==> src/shared/usb_ls_pkg.sv <==
// register map, field layout and state types of the usb control block
package usb_ls_pkg;

  localparam int AXI_ADDR_W = 8;
  localparam int AXI_DATA_W = 32;
  localparam int EP_COUNT   = 3;

  // register byte offsets
  localparam logic [7:0] OFF_STATUS  = 8'h00;
  localparam logic [7:0] OFF_MASK    = 8'h04;
  localparam logic [7:0] OFF_CONTROL = 8'h08;
  localparam logic [7:0] OFF_ADDRESS = 8'h0C;
  localparam logic [7:0] OFF_EP0_TX  = 8'h10;
  localparam logic [7:0] OFF_EP1_TX  = 8'h14;
  localparam logic [7:0] OFF_EP2_TX  = 8'h18;

  // status flag positions
  localparam int ST_SOF    = 0;
  localparam int ST_BUSRST = 1;
  localparam int ST_END_SUSPEND_FLAG  = 2;
  localparam int ST_OVR    = 3;
  localparam int ST_ERR    = 4;
  localparam int ST_XFER   = 5;
  localparam logic [7:0] STATUS_IMPL = 8'h3F;

  // control bit positions
  localparam int CT_FORCE_BUS_RESET   = 0;
  localparam int CT_FORCE_SUSPEND  = 1;
  localparam int CT_REGULATOR_POWER_DOWN   = 2;
  localparam int CT_RESUME = 3;

  // endpoint transmit control fields
  localparam int EP_STOUT  = 7;
  localparam int EP_TOGGLE = 6;
  localparam int EP_ST_HI  = 5;
  localparam int EP_ST_LO  = 4;

  localparam logic [7:0] STATUS_RESET  = 8'h00;
  localparam logic [7:0] MASK_RESET    = 8'h00;
  localparam logic [3:0] CONTROL_RESET = 4'h6;
  localparam logic [6:0] ADDRESS_RESET = 7'h00;
  localparam logic [7:0] EP_TX_RESET   = 8'h00;

  localparam logic [1:0] RESP_OKAY   = 2'h0;
  localparam logic [1:0] RESP_SLVERR = 2'h2;

  // transmit state codes
  typedef enum logic [1:0] {
    TX_DISABLED = 2'h0,
    TX_STALL    = 2'h1,
    TX_NAK      = 2'h2,
    TX_VALID    = 2'h3
  } tx_state_t;

  // token kind of a finished correct transfer
  typedef enum logic [1:0] {
    TOK_OUT   = 2'h0,
    TOK_IN    = 2'h2,
    TOK_SETUP = 2'h3
  } token_t;

  typedef struct packed {
    logic                    aw_held;
    logic [AXI_ADDR_W-1:0]   aw_addr;
    logic                    w_held;
    logic [7:0]              w_data;
    logic                    w_lane0;
    logic                    bvalid;
    logic [1:0]              bresp;
    logic                    rvalid;
    logic [7:0]              rdata;
    logic [1:0]              rresp;
    logic [7:0]              status;
    logic [7:0]              mask;
    logic [3:0]              control;
    logic [6:0]              address;
    logic [EP_COUNT-1:0][7:0] ep_tx;
  } ctrl_state_t;

  localparam ctrl_state_t STATE_RESET = '{
    aw_held: 1'b0, aw_addr: '0, w_held: 1'b0, w_data: 8'h00,
    w_lane0: 1'b0, bvalid: 1'b0, bresp: RESP_OKAY, rvalid: 1'b0,
    rdata: 8'h00, rresp: RESP_OKAY, status: STATUS_RESET,
    mask: MASK_RESET, control: CONTROL_RESET, address: ADDRESS_RESET,
    ep_tx: {EP_COUNT{EP_TX_RESET}}
  };

endpackage
==> src/rtl/usb_lowspeed_ctrl_status.sv <==
// control, status, mask, address and endpoint transmit registers
//
// Summary of operation
// - overrun when error or frame flag re-raised
// - wake activity during suspend sets end-suspend flag
// - end-suspend has its own interrupt output
// - detected bus reset sets bus-reset flag
// - bus reset clears address and endpoint registers
// - keep-alive or resume completion sets frame flag
// - interrupt needs flag, mask bit, enabled processor
// - resume bit drives resume signalling
// - power-down bit switches the regulator off
// - force-suspend set by software, cleared on activity
// - force-reset holds reset, release raises flag
// - seven-bit address, top bit reads zero
// - status-out stalls nonzero out data
// - setup sets toggle, host ack flips it
// - two-bit transmit state decode
// - correct in or setup transfer naks endpoint
// - endpoint registers reset by bus reset
`timescale 1ns/100ps

module usb_lowspeed_ctrl_status
  import usb_ls_pkg::*;
(
  input  wire logic                  REF_CLK_IN,
  input  wire logic                  RESET_IN,
  // axi4-lite slave
  input  wire logic [AXI_ADDR_W-1:0] S_AXI_AWADDR_IN,
  input  wire logic                  S_AXI_AWVALID_IN,
  output logic                       S_AXI_AWREADY_OUT,
  input  wire logic [AXI_DATA_W-1:0] S_AXI_WDATA_IN,
  input  wire logic [3:0]            S_AXI_WSTRB_IN,
  input  wire logic                  S_AXI_WVALID_IN,
  output logic                       S_AXI_WREADY_OUT,
  output logic [1:0]                 S_AXI_BRESP_OUT,
  output logic                       S_AXI_BVALID_OUT,
  input  wire logic                  S_AXI_BREADY_IN,
  input  wire logic [AXI_ADDR_W-1:0] S_AXI_ARADDR_IN,
  input  wire logic                  S_AXI_ARVALID_IN,
  output logic                       S_AXI_ARREADY_OUT,
  output logic [AXI_DATA_W-1:0]      S_AXI_RDATA_OUT,
  output logic [1:0]                 S_AXI_RRESP_OUT,
  output logic                       S_AXI_RVALID_OUT,
  input  wire logic                  S_AXI_RREADY_IN,
  // events from the serial engine, same clock
  input  wire logic                  ERROR_EVENT_IN,
  input  wire logic                  KEEPALIVE_IN,
  input  wire logic                  RESUME_DONE_IN,
  input  wire logic                  BUS_RESET_SEEN_IN,
  input  wire logic                  BUS_ACTIVITY_IN,
  input  wire logic                  SETUP_PID_IN,
  input  wire logic                  TX_ACKED_IN,
  input  wire logic                  XFER_DONE_IN,
  input  wire token_t                XFER_TOKEN_IN,
  input  wire logic [1:0]            XFER_EP_IN,
  // handshake query from the serial engine
  input  wire logic [1:0]            QUERY_EP_IN,
  input  wire logic                  OUT_NONZERO_IN,
  output tx_state_t                  IN_ANSWER_OUT,
  output logic                       OUT_STALL_OUT,
  output logic                       TX_TOGGLE_OUT,
  // processor side
  input  wire logic                  CPU_INT_DISABLE_IN,
  output logic                       USB_IRQ_OUT,
  output logic                       END_SUSPEND_IRQ_OUT,
  // transceiver and engine control
  output logic                       RESUME_DRIVE_OUT,
  output logic                       REGULATOR_OFF_OUT,
  output logic                       SUSPEND_OUT,
  output logic                       IFACE_RESET_OUT,
  output logic [6:0]                 DEVICE_ADDRESS_OUT
);

  ctrl_state_t state;
  ctrl_state_t next_state;

  ////////////////////////////////////////////////////////////////////////
  // register map, one byte per aligned word, data in bits 7:0
  //
  //   0x00  status flags, bits 5:0 live, 7:6 read zero
  //   0x04  mask, one bit per status flag
  //   0x08  control: resume, power-down, force-suspend, force-reset
  //   0x0C  device address, bit 7 reads zero
  //   0x10  endpoint 0 transmit control
  //   0x14  endpoint 1 transmit control
  //   0x18  endpoint 2 transmit control
  //
  // any other offset answers slverr; reads give zero, writes are dropped

  ////////////////////////////////////////////////////////////////////////
  // bus timing
  //
  // write: address and data are latched in their own slots, in either
  // order; each ready drops while its slot is full. the store happens
  // on the edge after both slots hold, and bvalid rises on that edge.
  // a new address or data word may be latched while bvalid is still
  // high, but the store waits until the response has been taken.
  //
  // read: the read decode uses the state as it stands, so the answer
  // is registered on the same edge that takes the address. arready is
  // low while a read answer is pending, one read in flight at a time.
  //
  // only byte lane zero matters; a write with that strobe low is
  // answered okay at a mapped offset and changes nothing.

  ////////////////////////////////////////////////////////////////////////
  // flag behaviour
  //
  // all engine events are single-cycle strobes on this clock, applied
  // at the next edge. a hardware set and a software clear in the same
  // cycle leave the flag set, so no event is ever lost to a clear that
  // was aimed at an older one.
  //
  // overrun looks at the flag as it stood before this cycle's write,
  // so a clear and a fresh event in one cycle still count as overrun;
  // the trade is a rare extra overrun against a missed one.
  //
  // end-suspend only fires while force-suspend is set; activity clears
  // force-suspend even if software writes it high in the same cycle.

  ////////////////////////////////////////////////////////////////////////
  // reset behaviour
  //
  // a detected bus reset clears the address and all endpoint registers
  // for every cycle it is seen, but leaves control and mask alone.
  // force-reset does the same for as long as software keeps the bit
  // set, so writes to the address or endpoints are lost meanwhile.
  // releasing force-reset raises the bus-reset flag exactly once.

  ////////////////////////////////////////////////////////////////////////
  // endpoint behaviour
  //
  // the engine updates an endpoint in the same cycle as a software
  // write would; the engine wins field by field, since its update
  // reflects a transfer that has already happened on the bus.
  // setup wins over ack when both hit the toggle in one cycle.
  // the byte count is kept as written; its range is up to software.
  // queries for an endpoint that is not fitted answer as disabled,
  // so the engine never sees a stale or undefined state.

  ////////////////////////////////////////////////////////////////////////
  // register read decode

  function automatic logic [7:0] read_reg(input ctrl_state_t s,
                                          input logic [AXI_ADDR_W-1:0] a,
                                          output logic hit);
    logic [7:0] v;
    v   = 8'h00;
    hit = 1'b1;
    case (a)
      OFF_STATUS:  v = s.status & STATUS_IMPL;
      OFF_MASK:    v = s.mask;
      OFF_CONTROL: v = {4'h0, s.control};
      OFF_ADDRESS: v = {1'b0, s.address};
      OFF_EP0_TX:  v = s.ep_tx[0];
      OFF_EP1_TX:  v = s.ep_tx[1];
      OFF_EP2_TX:  v = s.ep_tx[2];
      default:     hit = 1'b0;
    endcase
    return v;
  endfunction

  ////////////////////////////////////////////////////////////////////////
  // next state

  always_comb begin
    logic [7:0]  wd;
    logic        do_write;
    logic        hit;
    logic [7:0]  rv;
    logic [7:0]  sets;
    logic        in_reset;
    logic        force_bus_reset_release;
    logic [1:0]  ep_idx;
    wd           = 8'h00;
    do_write     = 1'b0;
    hit          = 1'b0;
    rv           = 8'h00;
    sets         = 8'h00;
    in_reset     = 1'b0;
    force_bus_reset_release = 1'b0;
    ep_idx       = 2'h0;
    next_state   = state;

    // address and data are taken independently, in either order
    if (S_AXI_AWVALID_IN && !state.aw_held) begin
      next_state.aw_held = 1'b1;
      next_state.aw_addr = S_AXI_AWADDR_IN;
    end
    if (S_AXI_WVALID_IN && !state.w_held) begin
      next_state.w_held  = 1'b1;
      next_state.w_data  = S_AXI_WDATA_IN[7:0];
      next_state.w_lane0 = S_AXI_WSTRB_IN[0];
    end
    if (state.bvalid && S_AXI_BREADY_IN) begin
      next_state.bvalid = 1'b0;
    end
    if (state.rvalid && S_AXI_RREADY_IN) begin
      next_state.rvalid = 1'b0;
    end

    // read: answered on the same edge that takes the address
    if (S_AXI_ARVALID_IN && !state.rvalid) begin
      rv = read_reg(state, S_AXI_ARADDR_IN, hit);
      next_state.rvalid = 1'b1;
      next_state.rdata  = rv;
      next_state.rresp  = hit ? RESP_OKAY : RESP_SLVERR;
    end

    // write: performed once both halves are held
    if (state.aw_held && state.w_held && !state.bvalid) begin
      do_write = state.w_lane0;
      wd       = state.w_data;
      rv       = read_reg(state, state.aw_addr, hit);
      next_state.aw_held = 1'b0;
      next_state.w_held  = 1'b0;
      next_state.bvalid  = 1'b1;
      next_state.bresp   = hit ? RESP_OKAY : RESP_SLVERR;
    end

    if (do_write) begin
      case (state.aw_addr)
        // zero clears a flag, one keeps it; software cannot set one
        OFF_STATUS:  next_state.status = state.status & wd;
        OFF_MASK:    next_state.mask = wd;
        OFF_CONTROL: begin
          next_state.control = wd[3:0];
          force_bus_reset_release = state.control[CT_FORCE_BUS_RESET] && !wd[CT_FORCE_BUS_RESET];
        end
        OFF_ADDRESS: next_state.address = wd[6:0];
        OFF_EP0_TX:  next_state.ep_tx[0] = wd;
        OFF_EP1_TX:  next_state.ep_tx[1] = wd;
        OFF_EP2_TX:  next_state.ep_tx[2] = wd;
        default:     next_state.control = next_state.control;
      endcase
    end

    // hardware events; applied after the write so a set wins a clear
    sets[ST_ERR] = ERROR_EVENT_IN;
    sets[ST_SOF] = KEEPALIVE_IN || RESUME_DONE_IN;
    sets[ST_BUSRST] = BUS_RESET_SEEN_IN || force_bus_reset_release;
    sets[ST_END_SUSPEND_FLAG] = state.control[CT_FORCE_SUSPEND] && BUS_ACTIVITY_IN;
    sets[ST_XFER] = XFER_DONE_IN;
    // a re-raise of an uncleared error or frame flag is an overrun
    sets[ST_OVR] = (ERROR_EVENT_IN && state.status[ST_ERR])
                || (sets[ST_SOF] && state.status[ST_SOF]);
    next_state.status = (next_state.status | sets) & STATUS_IMPL;

    // activity ends forced suspend, even against a software write
    if (BUS_ACTIVITY_IN) begin
      next_state.control[CT_FORCE_SUSPEND] = 1'b0;
    end

    // endpoint updates by the serial engine
    for (int i = 0; i < EP_COUNT; i++) begin
      ep_idx = i[1:0];
      if (SETUP_PID_IN && XFER_EP_IN == ep_idx) begin
        next_state.ep_tx[i][EP_TOGGLE] = 1'b1;
      end else if (TX_ACKED_IN && XFER_EP_IN == ep_idx) begin
        next_state.ep_tx[i][EP_TOGGLE] = !state.ep_tx[i][EP_TOGGLE];
      end
      if (XFER_DONE_IN && XFER_EP_IN == ep_idx
          && (XFER_TOKEN_IN == TOK_IN || XFER_TOKEN_IN == TOK_SETUP))
      begin
        next_state.ep_tx[i][EP_ST_HI:EP_ST_LO] = TX_NAK;
      end
    end

    // bus reset, or forced reset held by software, clears the
    // address and every endpoint; the forced case holds it there
    in_reset = BUS_RESET_SEEN_IN || next_state.control[CT_FORCE_BUS_RESET];
    if (in_reset) begin
      next_state.address = ADDRESS_RESET;
      next_state.ep_tx   = {EP_COUNT{EP_TX_RESET}};
    end
  end

  ////////////////////////////////////////////////////////////////////////
  // state register

  always_ff @(posedge REF_CLK_IN) begin
    if (RESET_IN) begin
      state <= STATE_RESET;
    end else begin
      state <= next_state;
    end
  end

  ////////////////////////////////////////////////////////////////////////
  // outputs

  logic [7:0] pending;
  logic [7:0] query_ep;

  assign S_AXI_AWREADY_OUT = !state.aw_held;
  assign S_AXI_WREADY_OUT  = !state.w_held;
  assign S_AXI_BVALID_OUT  = state.bvalid;
  assign S_AXI_BRESP_OUT   = state.bresp;
  assign S_AXI_ARREADY_OUT = !state.rvalid;
  assign S_AXI_RVALID_OUT  = state.rvalid;
  assign S_AXI_RDATA_OUT   = {{(AXI_DATA_W-8){1'b0}}, state.rdata};
  assign S_AXI_RRESP_OUT   = state.rresp;

  // end-suspend wakes a halted processor, so it leaves on its own line
  assign pending = state.status & state.mask;
  assign USB_IRQ_OUT = !CPU_INT_DISABLE_IN
                     && |(pending & ~(8'h01 << ST_END_SUSPEND_FLAG));
  assign END_SUSPEND_IRQ_OUT = !CPU_INT_DISABLE_IN
                             && pending[ST_END_SUSPEND_FLAG];

  assign RESUME_DRIVE_OUT   = state.control[CT_RESUME];
  assign REGULATOR_OFF_OUT  = state.control[CT_REGULATOR_POWER_DOWN];
  assign SUSPEND_OUT        = state.control[CT_FORCE_SUSPEND];
  assign IFACE_RESET_OUT    = state.control[CT_FORCE_BUS_RESET];
  assign DEVICE_ADDRESS_OUT = state.address;

  // an unfitted endpoint index answers as disabled
  assign query_ep = (QUERY_EP_IN < 2'(EP_COUNT)) ? state.ep_tx[QUERY_EP_IN]
                                                 : EP_TX_RESET;
  assign IN_ANSWER_OUT = tx_state_t'(query_ep[EP_ST_HI:EP_ST_LO]);
  assign OUT_STALL_OUT = query_ep[EP_STOUT] && OUT_NONZERO_IN;
  assign TX_TOGGLE_OUT = query_ep[EP_TOGGLE];

endmodule

==> config.mk <==
export PLATFORM = sky130hd
export DESIGN_NAME = usb_lowspeed_ctrl_status
export DESIGN_NICKNAME = d
export VERILOG_FILES = /design/src/shared/usb_ls_pkg.sv /design/src/rtl/usb_lowspeed_ctrl_status.sv
export SDC_FILE = /design/constraint.sdc
export NUM_CORES = 1
export LEC_CHECK = 0
export BUFFER_PORTS_ARGS = -buffer_cell sky130_fd_sc_hd__buf_2
export CAP_MARGIN = 10
export CORE_MARGIN = 3
export CORE_UTILIZATION = 30
export CTS_CLUSTER_SIZE = 25
export DETAILED_ROUTE_END_ITERATION = 10
export PLACE_DENSITY = 0.55
export SETUP_SLACK_MARGIN = 0.4
export SYNTH_ARGS = -nofsm -noshare
export SYNTH_HDL_FRONTEND = slang
export SYNTH_SLANG_ARGS = --single-unit
==> constraint.sdc <==
create_clock -name REF_CLK_IN -period 3.1 [get_ports REF_CLK_IN]
set_clock_uncertainty 0.2 [all_clocks]
set_input_delay 0.465 -clock REF_CLK_IN [delete_from_list [all_inputs] [get_ports REF_CLK_IN]]
set_output_delay 0.465 -clock REF_CLK_IN [all_outputs]
set_load 0.01 [all_outputs]
==> impl_metrics.ini <==
[status]
result_of_the_run = complete, no violations

[route]
dr.pass1.iters = 4
met3_length_um = 661
routedLengthMet1_um = 5150
avgViaCountPerCell = 4.82
dr.max_layer_used = met4
detail_route.wirelength_um = 10700
detail_route.iter0.violations = 156
antenna_violating_nets_post_route = 0
drt-wirelength-per-cell_um = 15.4
detailroute.wirelength.met2_um = 4720
detailroute.via_count = 3356
route.detailed.drc = 0

[timing]
tightest_pin_transition_ns = 0.871
timing.final.max_slew_violations = 0
slew_headroom_pct = 41.8
post_route_clock_period_utilization_pct = 80.8
timing.setup.tns_ns = 0
setup-violations-final = 0
report.final.hold_viol_count = 0
grt_setup_unrepaired = false
post-route-min-period_ns = 2.51
max_clock_freq_mhz = 399

[cts]
clk-insertion-delay-late_ns = 0.34
ctsHoldBuffers = 0
num_cts_buffers = 9
h-tree-depth = 3
clkSinkCount = 80
post_cts.repair.setup_buffers = 0
tritoncts_clock_tree = yes
cts_resized = 0
clkSlewWorstSetupHoldPaths_ns = 0.06
clockBufferDepth = 2
cts_root_buf = sky130_fd_sc_hd__clkbuf_16

[yosys]
yosysSeqAreaShare_pct = 38.4
synth.area.top_cells = sky130_fd_sc_hd__dfxtp_1 38%, sky130_fd_sc_hd__mux2i_1 15%, sky130_fd_sc_hd__buf_4 7.7%, sky130_fd_sc_hd__nor2_1 5.0%, sky130_fd_sc_hd__nand2_1 3.2%
ys_top_cells_by_count = 80 x sky130_fd_sc_hd__dfxtp_1, 61 x sky130_fd_sc_hd__mux2i_1, 56 x sky130_fd_sc_hd__nor2_1
yosys_top_cell_by_area = sky130_fd_sc_hd__dfxtp_1
synth_largest_type_area_fraction_pct = 38.4
total_of_flip_flops_plus_latches_after_synthesis = 80
synth_area_sq_mm = 0.00417
synth_async_sr_flop_share_pct = 0
count_of_flip_flops_with_a_built_in_enable_after_synthesis = 0
avgSynthCellArea_sq_um = 8.95
leading_cell_type_by_number_of_instances_after_synthesis = sky130_fd_sc_hd__dfxtp_1
synthDistinctLibCells = 58
synthesis.instances = 466
synthFlopType = sky130_fd_sc_hd__dfxtp_1
synth_warnings = 0

[pwr]
power.leakage_nw = 1.94
final_power_mw = 2.31
power.ir.vdd_worst_uv = 296
p_per_area_mw_per_mm2 = 486

[flow_run]
max_cap_violations = 0

[cells_and_area]
final_nets = 590
largest_register_ffs = 57
final_util_pct = 35.4
n_antenna_cell = 0
drive_gt1_share_pct = 23.3
fin_area_sq_mm = 0.00474
biggest_register = state
areaGrowthSynthToFinish_pct = 13.8

[grt]
leftover_overflow_at_the_end_of_global_routing = 0
grt_pass1_wl_um = 17000
grt_util_all_layers_pct = 14.4
pin_count_of_the_biggest_net_entering_global_routing = 45
first_global_vias = 3152
antenna_found_initial = 0

[worst_setup_path]
critical_path.startpoint_type = register
endpoint_kind = register
critical_path.max_fanout = 10
worst-endpoint-required_ns = 3.16
crit_path_category = register to register
critPathArrivalTime_ns = 2.56

[floorplan]
die_width_um = 124
design.core.area_sq_mm = 0.0134
initial_core_utilization_pct = 31.1
die_ar_sq_mm = 0.0153
fp_rows = 42
chipHeight_um = 124
io_pins = 133

[placement]
routabilityCongestion = 0.835
placedInstanceArea_sq_mm = 0.00447
port_buffers = 78
detailedPlacementHpwl_um = 8040

[min_path]
holdCritPathClass = input port to register
## cell families (layout without fill, tap and decap cells)
| kind of cell | count (synthesis) | count (layout) | share of synthesized area [%] |
|---|---|---|---|
| mux | 69 | 69 | 17.2 |
| compound gates | 78 | 78 | 12.2 |
| buf+inv | 79 | 108 | 11.4 |
| flops | 80 | 80 | 38.4 |
| other cells | 1 | 26 | 0.0899 |
| simple gates | 159 | 159 | 20.6 |
## metrics by stage
stage               worst slack, ns  hold WS (ns)  cells
floorplan                     0.712         0.226    491
global placement              0.633         0.237    680
detailed placement            0.608         0.244    680
CTS                           0.588         0.107    696
global route                  0.549         0.125    696
finish                        0.595         0.118    696
## final cells by class
cell class | count | area (sq um)
Timing Repair Buffer | 83 | 428
Sequential cell | 80 | 1600
Tap cell | 176 | 220
Clock inverter | 4 | 28.8
Clock buffer | 12 | 246
Fill cell | 1408 | 8660
Inverter | 9 | 33.8
Multi-Input combinational cell | 332 | 2180
## placed cells by master (no fill, tap or decap), drive strengths merged, types with 3 or more instances in the layout
master and instances:
nor3b 4, a21oi 24, conb 26, dfxtp 80
nor3 7, nand3 7, or3 3, nor4 6
buf 83, inv 10, nor2 56, nand4 8
clkbuf 12, nand2b 5, nor2b 12, a211oi 4
mux2 7, mux2i 61, o21ai 19, or4 3
a31oi 5, nand2 35
## per-layer routing
layer	track usage (%)	vias up
met5	0	-
met4	4.84	0
met3	3.59	12
met2	21.8	103
met1	19.9	1565
li1	-	1676
## power breakdown
group | internal (mW) | total [mW] | switching (mW)
Clock | 0.566 | 0.983 | 0.417
Sequential | 1.06 | 1.10 | 0.0442
Combinational | 0.0860 | 0.223 | 0.137
## critical path, cell delays in order, from the launching register on
cell	delay [ns]
sky130_fd_sc_hd__dfxtp_1	0.32
sky130_fd_sc_hd__or4_4	0.65
sky130_fd_sc_hd__or3_1	0.68
sky130_fd_sc_hd__mux2_4	0.40
sky130_fd_sc_hd__a211oi_2	0.18
## final timing paths
check | start | to | slack [ns] | cells past startpoint
setup / recovery | state[75] | state[22] | 0.59 | 4
hold / removal | S_AXI_RREADY_IN | S_AXI_RVALID_OUT | 0.12 | 2
setup reg to reg | state[75] | state[22] | 0.59 | 4
hold reg to reg | S_AXI_RDATA_OUT[6] | S_AXI_RDATA_OUT[6] | 0.25 | 2
Note: power is estimated with default switching activity, not from simulation.
